File: config.mk
export PLATFORM = sky130hd
export DESIGN_NAME = cxe_exec
export DESIGN_NICKNAME = d
export VERILOG_FILES = /design/src/design/cxe_exec.v
export VERILOG_INCLUDE_DIRS = /design/src /design/src/design
export SDC_FILE = /design/constraint.sdc
export NUM_CORES = 1
export LEC_CHECK = 0
export BUFFER_PORTS_ARGS = -buffer_cell sky130_fd_sc_hd__buf_2
export CELL_PAD_IN_SITES_DETAIL_PLACEMENT = 1
export CELL_PAD_IN_SITES_GLOBAL_PLACEMENT = 1
export CORE_MARGIN = 2
export CORE_UTILIZATION = 30
export DETAILED_ROUTE_END_ITERATION = 8
export PLACE_DENSITY = 0.67
export SETUP_SLACK_MARGIN = 0.05
export SYNTH_ARGS = -nofsm -noshare
export SYNTH_HDL_FRONTEND = slang
export SYNTH_SLANG_ARGS = --single-unit
File: constraint.sdc
create_clock -name clk_in -period 2.95 [get_ports clk_in]
set_input_delay 0.59 -clock clk_in [delete_from_list [all_inputs] [get_ports clk_in]]
set_output_delay 0.59 -clock clk_in [all_outputs]
set_load 0.02 [all_outputs]
File: src/design/cxe_consts.vh
// cxe_consts.vh: opcodes and field positions of the transfer/exchange unit
// assumes: included by the executor; 10-bit instruction words
`ifndef CXE_CONSTS_VH
`define CXE_CONSTS_VH
`define CXE_OP_LOAD_TIMER_ONE_RELOAD_OP 10'h23F
`define CXE_OP_CLKSEL 10'h20D
`define CXE_OP_IRQ1 10'h03F
`define CXE_OP_IRQ2 10'h03E
`define CXE_OP_TMR1 10'h20E
`define CXE_OP_TMR2 10'h20F
`define CXE_OP_TMR3 10'h210
`define CXE_OP_TMR4 10'h211
`define CXE_OP_ACC2Y 10'h00C
`define CXE_OP_WDRST 10'h2A0
`define CXE_OP_D2A 10'h051
`define CXE_OP_Z2A 10'h053
`define CXE_OP_SP2A 10'h050
`define CXE_OP_E2A 10'h02A
`define CXE_OP_A2E 10'h01A
`define CXE_PRE_SWAP 6'h2D
`define CXE_PRE_SWAPD 6'h2F
`define CXE_PRE_SWAPI 6'h2E
`define CXE_PRE_LXY 2'h3
`define CXE_PRE_MSB 9
`define CXE_PRE6_LSB 4
`define CXE_PRE2_LSB 8
`define CXE_J_MSB 3
`define CXE_X_MSB 7
`define CXE_X_LSB 4
`define CXE_NIB_RST 4'h0
`define CXE_BYTE_RST 8'h00
`endif

File: src/design/cxe_exec.v
// cxe_exec.v: one-cycle executor for transfer, watchdog and ram exchange ops
// assumes: fetch presents a 10-bit word with valid each instruction cycle;
// register file, ram and peripherals take the _we/_out values next cycle.
// Contract
// - reload upper from B, lower from A
// - clock select op copies A to register
// - each irq op writes only its register
// - A copied into Y pointer
// - watchdog flag set: skip, clear flag
// - swap A with ram, X xor j
// - swap-dec also decrements Y mod sixteen
// - swap-dec skips next when Y is 15
// - swap-inc increments Y, skips on zero
// - D to A low three, A3 zero
// - Z to A low two, upper zero
// - stack pointer to A, A3 zero
// - E upper to B, lower to A
// - B, A into E upper, lower
// - immediate x to X, y to Y
// - consecutive pointer loads after first skipped
`default_nettype none
`include "cxe_consts.vh"
module cxe_exec #(
	parameter W = 4
) (
	input wire clk_in,
	input wire arst_n_in,
	input wire instr_valid_in,
	input wire [9:0] instr_in,
	input wire [W-1:0] acc_in,
	input wire [W-1:0] breg_in,
	input wire [W-1:0] xreg_in,
	input wire [W-1:0] yreg_in,
	input wire [2:0] dreg_in,
	input wire [1:0] zreg_in,
	input wire [2:0] stack_pointer_in,
	input wire [2*W-1:0] ereg_in,
	input wire [W-1:0] ram_rdata_in,
	input wire watchdog_flag_in,
	output reg acc_we_out,
	output reg [W-1:0] acc_out,
	output reg breg_we_out,
	output reg [W-1:0] breg_out,
	output reg xreg_we_out,
	output reg [W-1:0] xreg_out,
	output reg yreg_we_out,
	output reg [W-1:0] yreg_out,
	output reg ereg_we_out,
	output reg [2*W-1:0] ereg_out,
	output reg ram_we_out,
	output reg [W-1:0] ram_wdata_out,
	output reg watchdog_clr_out,
	output reg timer_one_reload_we_out,
	output reg [2*W-1:0] timer_one_reload_out,
	output reg clock_select_reg_we_out,
	output reg [1:0] irq_ctl_we_out,
	output reg [3:0] timer_ctl_we_out,
	output reg [W-1:0] periph_data_out,
	output reg exec_out,
	output reg skipped_out
);
	// carry is not a port at all, so nothing here can disturb it
	reg skip_q, skip_d;
	reg lxy_prev_q, lxy_prev_d;
	reg acc_we_d, breg_we_d, xreg_we_d, yreg_we_d, ereg_we_d, ram_we_d;
	reg [W-1:0] acc_d, breg_d, xreg_d, yreg_d, ram_d, per_d;
	reg [2*W-1:0] ereg_d, rel_d;
	reg wdc_d, rel_we_d, clk_we_d, exec_d, skd_d;
	reg [1:0] irq_we_d;
	reg [3:0] tmr_we_d;
	reg run;
	reg is_lxy;
	reg [W-1:0] y_new;

	localparam [W-1:0] NIB_ONE = {{(W-1){1'b0}}, 1'b1};
	localparam [W-1:0] NIB_ALL = {W{1'b1}};
	localparam [W-1:0] NIB_ZERO = {W{1'b0}};

	// six-bit prefix of the ram exchange family; j sits below it
	function [5:0] prefix6;
		input [9:0] w;
		begin
			prefix6 = w[`CXE_PRE_MSB:`CXE_PRE6_LSB];
		end
	endfunction

	function is_swap_dec;
		input [9:0] w;
		begin
			is_swap_dec = prefix6(w) == `CXE_PRE_SWAPD;
		end
	endfunction

	function is_swap_inc;
		input [9:0] w;
		begin
			is_swap_inc = prefix6(w) == `CXE_PRE_SWAPI;
		end
	endfunction

	function is_swap;
		input [9:0] w;
		begin
			is_swap = prefix6(w) == `CXE_PRE_SWAP ||
				is_swap_dec(w) || is_swap_inc(w);
		end
	endfunction

	// pointer loads are the only words with both top bits set
	function is_lxy_word;
		input [9:0] w;
		begin
			is_lxy_word = w[`CXE_PRE_MSB:`CXE_PRE2_LSB] == `CXE_PRE_LXY;
		end
	endfunction

	always @* begin
		is_lxy = is_lxy_word(instr_in);
		// a suppressed word still counts for the chain of pointer loads
		run = instr_valid_in && !skip_q && !(is_lxy && lxy_prev_q);

		// defaults: no strobe up, register outputs follow their inputs, ram, peripheral and reload data follow A and B
		acc_we_d = 1'b0;
		breg_we_d = 1'b0;
		xreg_we_d = 1'b0;
		yreg_we_d = 1'b0;
		ereg_we_d = 1'b0;
		ram_we_d = 1'b0;

		acc_d = acc_in;
		breg_d = breg_in;
		xreg_d = xreg_in;
		yreg_d = yreg_in;
		ereg_d = ereg_in;
		ram_d = acc_in;
		per_d = acc_in;
		rel_d = {breg_in, acc_in};

		wdc_d = 1'b0;
		rel_we_d = 1'b0;
		clk_we_d = 1'b0;
		irq_we_d = 2'b00;
		tmr_we_d = 4'b0000;

		y_new = yreg_in;
		skd_d = 1'b0;

		lxy_prev_d = instr_valid_in ? is_lxy : lxy_prev_q;
		// skip lasts exactly one valid word; a gap keeps it
		skip_d = instr_valid_in ? 1'b0 : skip_q;
		exec_d = run;
		if (run) begin
			case (instr_in)
			`CXE_OP_LOAD_TIMER_ONE_RELOAD_OP: rel_we_d = 1'b1;
			`CXE_OP_CLKSEL: clk_we_d = 1'b1;
			`CXE_OP_IRQ1: irq_we_d = 2'b01;
			`CXE_OP_IRQ2: irq_we_d = 2'b10;
			`CXE_OP_TMR1: tmr_we_d = 4'b0001;
			`CXE_OP_TMR2: tmr_we_d = 4'b0010;
			`CXE_OP_TMR3: tmr_we_d = 4'b0100;
			`CXE_OP_TMR4: tmr_we_d = 4'b1000;
			`CXE_OP_ACC2Y: begin
				yreg_we_d = 1'b1;
				yreg_d = acc_in;
			end
			`CXE_OP_WDRST: begin
				if (watchdog_flag_in) begin
					skip_d = 1'b1;
					wdc_d = 1'b1;
				end
			end
			`CXE_OP_D2A: begin
				acc_we_d = 1'b1;
				acc_d = {1'b0, dreg_in};
			end
			`CXE_OP_Z2A: begin
				acc_we_d = 1'b1;
				acc_d = {2'b00, zreg_in};
			end
			`CXE_OP_SP2A: begin
				acc_we_d = 1'b1;
				acc_d = {1'b0, stack_pointer_in};
			end
			`CXE_OP_E2A: begin
				acc_we_d = 1'b1;
				breg_we_d = 1'b1;
				{breg_d, acc_d} = ereg_in;
			end
			`CXE_OP_A2E: begin
				ereg_we_d = 1'b1;
				ereg_d = {breg_in, acc_in};
			end
			default: begin
				if (is_lxy) begin
					xreg_we_d = 1'b1;
					yreg_we_d = 1'b1;
					xreg_d = instr_in[`CXE_X_MSB:`CXE_X_LSB];
					yreg_d = instr_in[`CXE_J_MSB:0];
				end else if (is_swap(instr_in)) begin
					acc_we_d = 1'b1;
					ram_we_d = 1'b1;
					acc_d = ram_rdata_in;
					ram_d = acc_in;
					xreg_we_d = 1'b1;
					xreg_d = xreg_in ^ instr_in[`CXE_J_MSB:0];
					if (is_swap_dec(instr_in)) begin
						y_new = yreg_in - NIB_ONE;
						yreg_we_d = 1'b1;
						yreg_d = y_new;
						skip_d = y_new == NIB_ALL;
					end else if (is_swap_inc(instr_in)) begin
						y_new = yreg_in + NIB_ONE;
						yreg_we_d = 1'b1;
						yreg_d = y_new;
						skip_d = y_new == NIB_ZERO;
					end
				end else begin
					exec_d = 1'b0;
				end
			end
			endcase
		end else if (instr_valid_in) begin
			skd_d = 1'b1;
		end
	end

	// skip and pointer-load chain live apart from the strobes: they are
	// the only state that carries from one word to the next
	always @(posedge clk_in or negedge arst_n_in) begin
		if (!arst_n_in) begin
			skip_q <= 1'b0;
			lxy_prev_q <= 1'b0;
		end else begin
			skip_q <= skip_d;
			lxy_prev_q <= lxy_prev_d;
		end
	end

	// every strobe drops back after one cycle; data outputs follow the
	// inputs while no strobe is up, which keeps the muxes small
	always @(posedge clk_in or negedge arst_n_in) begin
		if (!arst_n_in) begin
			acc_we_out <= 1'b0;
			acc_out <= `CXE_NIB_RST;
			breg_we_out <= 1'b0;
			breg_out <= `CXE_NIB_RST;
			xreg_we_out <= 1'b0;
			xreg_out <= `CXE_NIB_RST;
			yreg_we_out <= 1'b0;
			yreg_out <= `CXE_NIB_RST;
			ereg_we_out <= 1'b0;
			ereg_out <= `CXE_BYTE_RST;

			ram_we_out <= 1'b0;
			ram_wdata_out <= `CXE_NIB_RST;

			watchdog_clr_out <= 1'b0;
			timer_one_reload_we_out <= 1'b0;
			timer_one_reload_out <= `CXE_BYTE_RST;
			clock_select_reg_we_out <= 1'b0;
			irq_ctl_we_out <= 2'b00;
			timer_ctl_we_out <= 4'b0000;
			periph_data_out <= `CXE_NIB_RST;

			exec_out <= 1'b0;
			skipped_out <= 1'b0;
		end else begin
			// register file writeback
			acc_we_out <= acc_we_d;
			acc_out <= acc_d;
			breg_we_out <= breg_we_d;
			breg_out <= breg_d;
			xreg_we_out <= xreg_we_d;
			xreg_out <= xreg_d;
			yreg_we_out <= yreg_we_d;
			yreg_out <= yreg_d;
			ereg_we_out <= ereg_we_d;
			ereg_out <= ereg_d;

			// ram nibble writeback
			ram_we_out <= ram_we_d;
			ram_wdata_out <= ram_d;

			// peripheral control strobes
			watchdog_clr_out <= wdc_d;
			timer_one_reload_we_out <= rel_we_d;
			timer_one_reload_out <= rel_d;
			clock_select_reg_we_out <= clk_we_d;
			irq_ctl_we_out <= irq_we_d;
			timer_ctl_we_out <= tmr_we_d;
			periph_data_out <= per_d;

			// status of the word just taken
			exec_out <= exec_d;
			skipped_out <= skd_d;
		end
	end
endmodule
`default_nettype wire

==> flow_metrics.py, run 1 <==
metrics = {
    "global_routing": {
        "first_global_vias": 2542,
        "grtUsageMet3_pct": 3.97,
        "top_usage_layer": "met2",
        "grt_start_max_net_pins": 52,
        "grt_use_total_pct": 18.1,
        "grt_pass1_wl_um": 13600,
        "grt_overflow_total": 0,
        "antenna_found_initial": 0,
        "gr-usage-met1_pct": 23.9,
        "grtUsageMet2_pct": 30.2,
    },
    "worst_setup_path": {
        "r2r_cells": 3,
        "endpoint_kind": "flop",
        "worst_path_max_delay_cell": "or4b_4",
        "cp_num_buf_inv": 1,
        "worst-path-max-fanout": 17,
        "r2r-start": "lxy_prev_q",
        "critical_path_required_ns": 3.15,
        "rrSetupSlack_ns": 1.22,
        "cp_cell_sequence": "buf_2 -> or4b_4 -> or3_1 -> o2111a_1 -> nor2b_4 -> a221o_1",
        "startpoint_type": "input port",
        "path_delay_family": "simple AND/OR/NAND/NOR gates",
        "max_stage_delay_ns": 0.53,
        "r2r_end": "yreg_out[1]",
        "setup.worst_path.class": "input port to flop",
        "critical_path_arrival_ns": 2.42,
    },
    "placement": {
        "portBuffers": 106,
        "place.gp.congestion": 0.859,
        "placed_cells": 451,
        "dp_hpwl_um": 6180,
    },
    "clock_tree": {
        "cts_buffer_depth": 2,
        "clkLatencyLatePin_ns": 0.31,
        "cts_tree": "done",
        "cts_hold_buf": 0,
        "cts-htree-levels": 2,
        "post_cts_resized": 0,
        "cts.clk_slew.worst_paths_ns": 0.10,
        "cts.sinks": 51,
        "cts-root-buf": "clkbuf_8",
        "post_cts_buffers": 0,
        "cts-buffers-inserted": 5,
    },
    "yosys": {
        "synth_top_family_by_area": "simple AND/OR/NAND/NOR gates",
        "ys.flop_type": "dfrtp_1",
        "synth_xor_area_share_pct": 2.04,
        "yosysUniqueCellTypes": 51,
        "syn_nets": 308,
        "synth.area.mux_share_pct": 5.54,
        "synthSimpleGateAreaFrac_pct": 21.4,
        "syn_inst": 256,
        "synth_top_area_share_pct": 49.6,
        "netlist_area_um2": 2570,
        "synth_edf_count": 0,
        "synth_area_leader_cell": "dfrtp_1",
        "ys_async_sr_fraction_pct": 100,
        "synth_commonest_cells": "dfrtp_1, nor2_1, nand2_1",
        "synth_adder_area_share_pct": 0.972,
        "ys_seq_area_share_pct": 49.6,
        "yosys_register_bits": 51,
        "yosys_warnings": 0,
        "synth_compound_area_share_pct": 14.5,
        "avgSynthCellArea_um2": 10.1,
        "synth_area_leaders": "dfrtp_1, mux2_2, nor2_1",
        "synth.most_common_cell": "dfrtp_1",
    },
    "layout": {
        "fin_nets": 405,
        "drive_gt1_share_pct": 39.0,
        "syn2layout_area_growth_pct": 27.0,
        "antenna_cells": 0,
        "finalNonFillerCells": 459,
    },
    "sta": {
        "rsz0062_at_grt": "false",
        "period_share_pct": 75.3,
        "max_slew_margin_pct": 51.4,
        "fin_tns_setup_ns": 0,
        "maxSlewViolCount": 0,
        "finalCriticalPeriod_ns": 2.22,
        "clock-skew-final_ns": 0.00229,
        "final-setup-viol-count": 0,
        "hold_viol_final": 0,
        "worst_slew_pin_slew_ns": 0.722,
        "fmax_mhz": 450,
    },
    "detailed_routing": {
        "wl_um": 8190,
        "vias": 2345,
        "ant_nets": 0,
        "drc_errors": 0,
        "dr.pass1.iters": 4,
        "dr.first_iter.drc_count": 83,
        "viasPerCell": 5.11,
        "post_drt_wl_per_cell_um": 17.8,
    },
    "floorplanning": {
        "coreArea_um2": 8260,
        "dieArea_um2": 9340,
        "io_pins": 107,
        "rows": 33,
        "fp.dieW_um": 96.6,
        "die_h_um": 96.6,
        "start_util_pct": 31.2,
    },
    "run_status": {
        "status": "completed",
    },
    "power_and_ir_drop": {
        "internal_power_mw": 1.01,
        "seq_power_share_pct": 50.8,
        "switchingPower_mw": 0.449,
        "p_clk_share_pct": 29.8,
        "p_leak_nw": 1.57,
        "vdd_drop_max_mv": 0.199,
        "switching_share_pct": 30.8,
        "p_comb_share_pct": 19.4,
        "p_per_area_nw_per_um2": 446,
    },
    "run": {
        "maxCapViolations": 0,
    },
    "worst_hold_path": {
        "worst_hold_path_type": "input port to asynchronous set/reset pin",
    },
}
## worst max path at each step
stage / from / to / cells after the start
after detailed placement: instr_in[4] / yreg_out[1] / 6
after floorplan: instr_in[6] / yreg_out[0] / 6
after global routing: instr_in[5] / breg_out[0] / 5
after global placement: instr_in[5] / yreg_out[1] / 6
after CTS: instr_in[4] / yreg_out[1] / 6
final: instr_in[4] / yreg_out[1] / 6
## routing by layer
metal / routed length (µm) / share of wire [%] / up-vias
li1: - / - / 1106
met1: 3700 / 45 / 1140
met2: 3910 / 48 / 89
met3: 456 / 5.6 / 10
met4: 119 / 1.5 / 0
met5: 0 / 0 / -
## power by group through the flow
stage / Clock (mW) / Sequential (mW) / Combinational, mW
floorplan: 0 / 0.796 / 0.120
global placement: 0 / 0.755 / 0.280
detailed placement: 0 / 0.756 / 0.285
CTS: 0.457 / 0.742 / 0.286
global route: 0.483 / 0.746 / 0.310
finish: 0.434 / 0.741 / 0.283
## cell type report
| class | instances | area [µm²] |
|---|---|---|
| inverter | 8 | 30.0 |
| fill | 992 | 4990 |
| clock buffer | 5 | 68.8 |
| timing repair buffer | 113 | 583 |
| tap | 105 | 131 |
| sequential | 51 | 1280 |
| clock inverter | 3 | 28.8 |
| multi-input combinational | 174 | 1150 |
## layout by cell type (no fill, tap or decap), types with 7 or more instances in the layout
master,netlist,routed
mux2_2,10,10
dfrtp_1,51,51
buf_2,4,106
o21ai_0,8,8
a21oi_1,15,15
nor2_1,23,23
inv_1,8,8
buf_4,8,7
nor3_1,11,10
nand2_1,18,18
## through the flow
step | setup WS (ns) | hold WS (ns) | total power [mW] | instance area, µm² | util [%]
floorplan | 0.611 | 0.294 | 0.917 | 2570 | -
global route | 0.640 | 0.393 | 1.54 | 3270 | 39.6
detailed placement | 0.395 | 0.533 | 1.04 | 3170 | 38.4
global placement | 0.435 | 0.521 | 1.04 | 3170 | 38.4
CTS | 0.732 | 0.397 | 1.49 | 3270 | 39.6
finish | 0.728 | 0.389 | 1.46 | 3270 | 39.6
## registers in the layout (all words and copies together) (netlist names), 2 cells and up
| signal | flops |
|---|---|
| periph_data_out | 3 |
| timer_one_reload_out | 5 |
| breg_out | 4 |
| yreg_out | 4 |
| timer_ctl_we_out | 4 |
| ereg_out | 8 |
| irq_ctl_we_out | 2 |
| xreg_out | 4 |
| acc_out | 4 |
## cell families (layout without fill, tap and decap cells)
family	Yosys count	count (layout)
compound gates	54	54
buf+inv	31	129
flops	51	51
mux	13	13
fa+ha+maj	2	2
xor+xnor	6	6
simple gates	99	99
Note: power is estimated with default switching activity, not from simulation.
==> run 2: changes to the inputs <==
==> constraint.sdc (replaced) <==
create_clock -name clk_in -period 2.2 [get_ports clk_in]
set_input_delay 0.44 -clock clk_in [delete_from_list [all_inputs] [get_ports clk_in]]
set_output_delay 0.44 -clock clk_in [all_outputs]
set_load 0.02 [all_outputs]
==> run 2 against run 1 <==
Against the previous run:
- critical path depth stayed put
- final cell count rose by 5.9%
- core utilization up 2.8 points
- first-iteration DRC count rose by 16%
- global-route usage up 1.0 points
- worst setup slack worse by 0.48 ns
- clock power rose by 57%
- power rose by 44%
- sequential share of layout area down 2.6 points
- sequential power is 34% higher
==> flow_metrics.py, run 2 (synthesis results as in run 1) <==
metrics = {
    "run_status": {
        "status": "completed",
    },
    "clock_tree": {
        "clkLatencyLatePin_ns": 0.31,
        "cts-root-buf": "clkbuf_8",
        "cts-htree-levels": 2,
        "cts_hold_buf": 0,
        "post_cts_buffers": 0,
        "cts.sinks": 51,
        "post_cts_resized": 0,
        "cts-buffers-inserted": 5,
        "cts_tree": "done",
        "cts_buffer_depth": 2,
        "cts.clk_slew.worst_paths_ns": 0.10,
    },
    "power_and_ir_drop": {
        "p_per_area_nw_per_um2": 597,
        "p_comb_share_pct": 20.0,
        "totalPowerFinal_mw": 2.09,
        "p_clk_share_pct": 32.5,
        "seq_power_share_pct": 47.5,
        "switching_share_pct": 28.8,
        "internal_power_mw": 1.49,
        "vdd_drop_max_mv": 0.242,
        "p_leak_nw": 1.71,
        "switchingPower_mw": 0.602,
    },
    "floorplanning": {
        "io_pins": 107,
        "fp.dieW_um": 96.6,
        "rows": 33,
        "die_h_um": 96.6,
        "dieArea_um2": 9340,
        "coreArea_um2": 8260,
        "start_util_pct": 31.2,
    },
    "sta": {
        "hold_viol_final": 0,
        "rsz0062_at_grt": "false",
        "fmax_mhz": 513,
        "final-setup-viol-count": 0,
        "fin_tns_setup_ns": 0,
        "max_slew_margin_pct": 55.4,
        "fin_ws_ns": 0.249,
        "finalCriticalPeriod_ns": 1.95,
        "maxSlewViolCount": 0,
        "period_share_pct": 88.7,
        "worst_slew_pin_slew_ns": 0.662,
        "clock-skew-final_ns": 0.0105,
    },
    "worst_setup_path": {
        "r2r_end": "yreg_out[0]",
        "endpoint_kind": "flop",
        "critical_path_arrival_ns": 2.16,
        "rrSetupSlack_ns": 0.47,
        "critical_path_required_ns": 2.40,
        "r2r-start": "lxy_prev_q",
        "r2r_cells": 5,
        "setup.worst_path.class": "input port to flop",
        "startpoint_type": "input port",
        "worst-path-max-fanout": 4,
    },
    "placement": {
        "placed_cells": 478,
        "place.gp.congestion": 0.836,
        "portBuffers": 106,
        "dp_hpwl_um": 6450,
        "place_ws_ns": -0.0826,
    },
    "global_routing": {
        "grt_overflow_total": 0,
        "grt_start_max_net_pins": 52,
        "first_global_vias": 2724,
        "antenna_found_initial": 0,
        "grt_pass1_wl_um": 14400,
        "grt_use_total_pct": 19.1,
    },
    "layout": {
        "syn2layout_area_growth_pct": 36.1,
        "mostFrequentLayoutCells": "buf_2, dfrtp_1, buf_4, nor2_1, nand2_1",
        "fin_nets": 432,
        "largest_register_ffs": 8,
        "finalNonFillerCells": 486,
        "antenna_cells": 0,
        "layout_commonest_cell": "buf_2",
        "drive_gt1_share_pct": 43.3,
        "largest_register": "ereg_out",
        "post-route-util_pct": 42.4,
        "largestRegisters": "ereg_out (8), timer_one_reload_out (5)",
    },
    "detailed_routing": {
        "wl_um": 8480,
        "viasPerCell": 5.16,
        "dr.pass1.iters": 4,
        "post_drt_wl_per_cell_um": 17.4,
        "ant_nets": 0,
        "drc_errors": 0,
        "dr.first_iter.drc_count": 96,
        "vias": 2510,
    },
    "worst_hold_path": {
        "worst_hold_path_type": "input port to asynchronous set/reset pin",
    },
    "run": {
        "maxCapViolations": 0,
    },
}
-- run 2: cell count changes in the layout (fill, tap and decap cells not counted), sizes merged --
cell / change
buf: +27
bufinv: +1
clkinv: -2
clkinvlp: +1
-- run 2: area by class of cell --
cell class                      count  area [µm²]
Clock buffer                        5        68.8
Clock inverter                      3        46.3
Fill cell                         987        4760
Inverter                            8        30.0
Multi-Input combinational cell    174        1150
Sequential cell                    51        1280
Tap cell                          105         131
Timing Repair Buffer              140         798
-- run 2: how the worst max path moves through the flow --
stage,from,endpoint,depth (start not counted)
after floorplan,instr_in[6],yreg_out[0],6
final,instr_in[5],yreg_out[2],6
after global placement,instr_in[5],yreg_out[0],6
after CTS,instr_in[5],yreg_out[0],6
after global routing,instr_in[5],yreg_out[2],6
after detailed placement,instr_in[5],yreg_out[0],6
-- run 2: power groups by stage --
| stage | logic [mW] | clock network [mW] | registers (mW) |
|---|---|---|---|
| 6_report | 0.419 | 0.680 | 0.993 |
| 5_1_grt | 0.457 | 0.744 | 1.00 |
| 4_1_cts | 0.423 | 0.706 | 0.994 |
| 3_5_place_dp | 0.422 | 0 | 1.01 |
| 3_3_place_gp | 0.412 | 0 | 1.01 |
| 2_1_floorplan | 0.163 | 0 | 1.07 |
-- run 2: metal layers --
layer | wire length [µm] | up-vias | track usage [%]
met1 | 3590 | 1248 | 24.4
met3 | 497 | 9 | 3.83
li1 | - | 1161 | -
met2 | 4230 | 92 | 32.6
met5 | 0 | - | 0
met4 | 165 | 0 | 5.96
-- run 2: metrics by stage --
step | hold WS [ns] | cell area (µm²)
floorplan | 0.144 | 2580
global placement | 0.522 | 3390
detailed placement | 0.536 | 3390
CTS | 0.245 | 3500
global route | 0.244 | 3500
finish | 0.237 | 3500
-- run 2: critical path, stage by stage --
cell      delay, ns
buf_2          0.11
or4b_4         0.53
or3_1          0.32
o2111a_1       0.27
nor2b_4        0.15
a221o_1        0.33
==> run 3: changes to the inputs <==
--- a/config.mk
+++ b/config.mk
@@ -7,12 +7,13 @@
 export NUM_CORES = 1
 export LEC_CHECK = 0
 export BUFFER_PORTS_ARGS = -buffer_cell sky130_fd_sc_hd__buf_2
+export CAP_MARGIN = 30
 export CELL_PAD_IN_SITES_DETAIL_PLACEMENT = 1
 export CELL_PAD_IN_SITES_GLOBAL_PLACEMENT = 1
 export CORE_MARGIN = 2
 export CORE_UTILIZATION = 30
 export DETAILED_ROUTE_END_ITERATION = 8
-export PLACE_DENSITY = 0.67
+export PLACE_DENSITY = 0.81
 export SETUP_SLACK_MARGIN = 0.05
 export SYNTH_ARGS = -nofsm -noshare
 export SYNTH_HDL_FRONTEND = slang
==> run 3 against run 2 <==
Against the previous run:
- register-to-register slack about the same
- flip-flop and latch count did not move
- worst hold slack got worse by 0.13 ns
- final cell count decreased by 0.82%
- combinational power about the same
- critical path depth did not move
- via count fell by 2.4%
- global-route usage down 0.88 points
==> flow_metrics.py, run 3 (synthesis results as in run 1) <==
metrics = {
    "run_status": {
        "status": "completed",
    },
    "layout": {
        "syn2layout_area_growth_pct": 34.1,
        "largest_register": "ereg_out",
        "largest_register_ffs": 8,
        "finalNonFillerCells": 482,
        "drive_gt1_share_pct": 42.4,
        "mostFrequentLayoutCells": "buf_2, dfrtp_1, buf_4, nor2_1, nand2_1",
        "largestRegisters": "ereg_out (8), timer_one_reload_out (5)",
        "layout_commonest_cell": "buf_2",
        "fin_nets": 428,
        "post-route-util_pct": 41.8,
        "design_area_um2": 3450,
        "antenna_cells": 0,
    },
    "worst_setup_path": {
        "startpoint_type": "input port",
        "r2r-start": "lxy_prev_q",
        "startpoint": "instr_in[5]",
        "setup.worst_path.class": "input port to flop",
        "critical_path_required_ns": 2.38,
        "worst-path-max-fanout": 4,
        "r2r_end": "clock_select_reg_we_out",
        "endpoint_kind": "flop",
        "critical_path_arrival_ns": 2.16,
        "r2r_cells": 5,
        "rrSetupSlack_ns": 0.48,
    },
    "detailed_routing": {
        "ant_nets": 0,
        "viasPerCell": 5.08,
        "wl_um": 8340,
        "vias": 2449,
        "post_drt_wl_per_cell_um": 17.3,
        "drc_errors": 0,
        "dr.first_iter.drc_count": 125,
        "dr.pass1.iters": 4,
    },
    "run": {
        "maxCapViolations": 0,
    },
    "sta": {
        "hold_viol_final": 0,
        "rsz0062_at_grt": "false",
        "final-setup-viol-count": 0,
        "period_share_pct": 89.7,
        "clock-skew-final_ns": 0.00421,
        "max_slew_margin_pct": 47.8,
        "maxSlewViolCount": 0,
        "worst_slew_pin_slew_ns": 0.775,
        "fmax_mhz": 507,
        "finalCriticalPeriod_ns": 1.97,
    },
    "clock_tree": {
        "cts.clk_slew.worst_paths_ns": 0.09,
        "cts.sinks": 51,
        "post_cts_buffers": 0,
        "cts-root-buf": "clkbuf_8",
        "cts-htree-levels": 2,
        "cts_hold_buf": 0,
        "cts_buffer_depth": 2,
        "cts_tree": "done",
        "clkLatencyLatePin_ns": 0.30,
        "cts-buffers-inserted": 5,
        "post_cts_resized": 0,
    },
    "power_and_ir_drop": {
        "p_leak_nw": 1.68,
        "vdd_drop_max_mv": 0.260,
        "p_per_area_nw_per_um2": 573,
        "totalPowerFinal_mw": 1.98,
    },
    "placement": {
        "portBuffers": 106,
        "place_area_um2": 3350,
        "dp_hpwl_um": 6430,
        "placed_cells": 474,
        "place.gp.congestion": 0.888,
    },
    "global_routing": {
        "grt_start_max_net_pins": 32,
        "grt_pass1_wl_um": 13800,
        "grt_use_total_pct": 18.2,
        "first_global_vias": 2652,
        "antenna_found_initial": 0,
        "grt_overflow_total": 0,
    },
    "floorplanning": {
        "rows": 33,
        "io_pins": 107,
        "die_h_um": 96.6,
        "coreArea_um2": 8260,
        "fp.dieW_um": 96.6,
        "dieArea_um2": 9340,
        "start_util_pct": 31.2,
    },
    "worst_hold_path": {
        "worst_hold_path_type": "input port to asynchronous set/reset pin",
    },
}
-- run 3: cell type report --
type / instances / area [µm²]
Tap cell: 105 / 131
Clock buffer: 6 / 82.6
Multi-Input combinational cell: 174 / 1150
Sequential cell: 51 / 1280
Timing Repair Buffer: 136 / 768
Clock inverter: 2 / 16.3
Inverter: 8 / 30.0
Fill cell: 983 / 4810
-- run 3: metrics by stage --
step	hold slack (ns)	worst slack [ns]	TNS [ns]
final	0.112	0.227	0
after detailed placement	0.451	-0.0756	-0.189
after CTS	0.118	0.241	0
after global placement	0.440	-0.0491	-0.144
after global routing	0.124	0.179	0
after floorplan	0.144	0.0495	0
-- run 3: worst max path at each step --
stage,cells after the start,slack [ns],to
after floorplan,6,0.05,yreg_out[0]
after detailed placement,6,-0.08,yreg_out[1]
final,6,0.23,yreg_out[0]
after global routing,7,0.18,breg_out[0]
after global placement,6,-0.05,yreg_out[0]
after CTS,7,0.24,breg_out[0]
-- run 3: power breakdown --
group / leakage [nW] / switching [mW] / total (mW) / internal (mW)
Sequential: 0.634 / 0.0138 / 0.993 / 0.979
Combinational: 1.00 / 0.251 / 0.416 / 0.164
Clock: 0.0474 / 0.313 / 0.570 / 0.257
-- run 3: worst max-delay path, cell delays in order --
cell,delay [ns]
buf_2,0.10
or4b_4,0.53
or3_1,0.33
o2111a_1,0.27
nor2b_4,0.15
a221o_1,0.34
-- run 3: layer usage --
| layer | share of wire [%] | track usage (%) | up-vias |
|---|---|---|---|
| li1 | - | - | 1155 |
| met1 | 43 | 22.9 | 1179 |
| met2 | 50 | 31.3 | 106 |
| met3 | 5.9 | 4.26 | 9 |
| met4 | 1.3 | 5.20 | 0 |
| met5 | 0 | 0 | - |
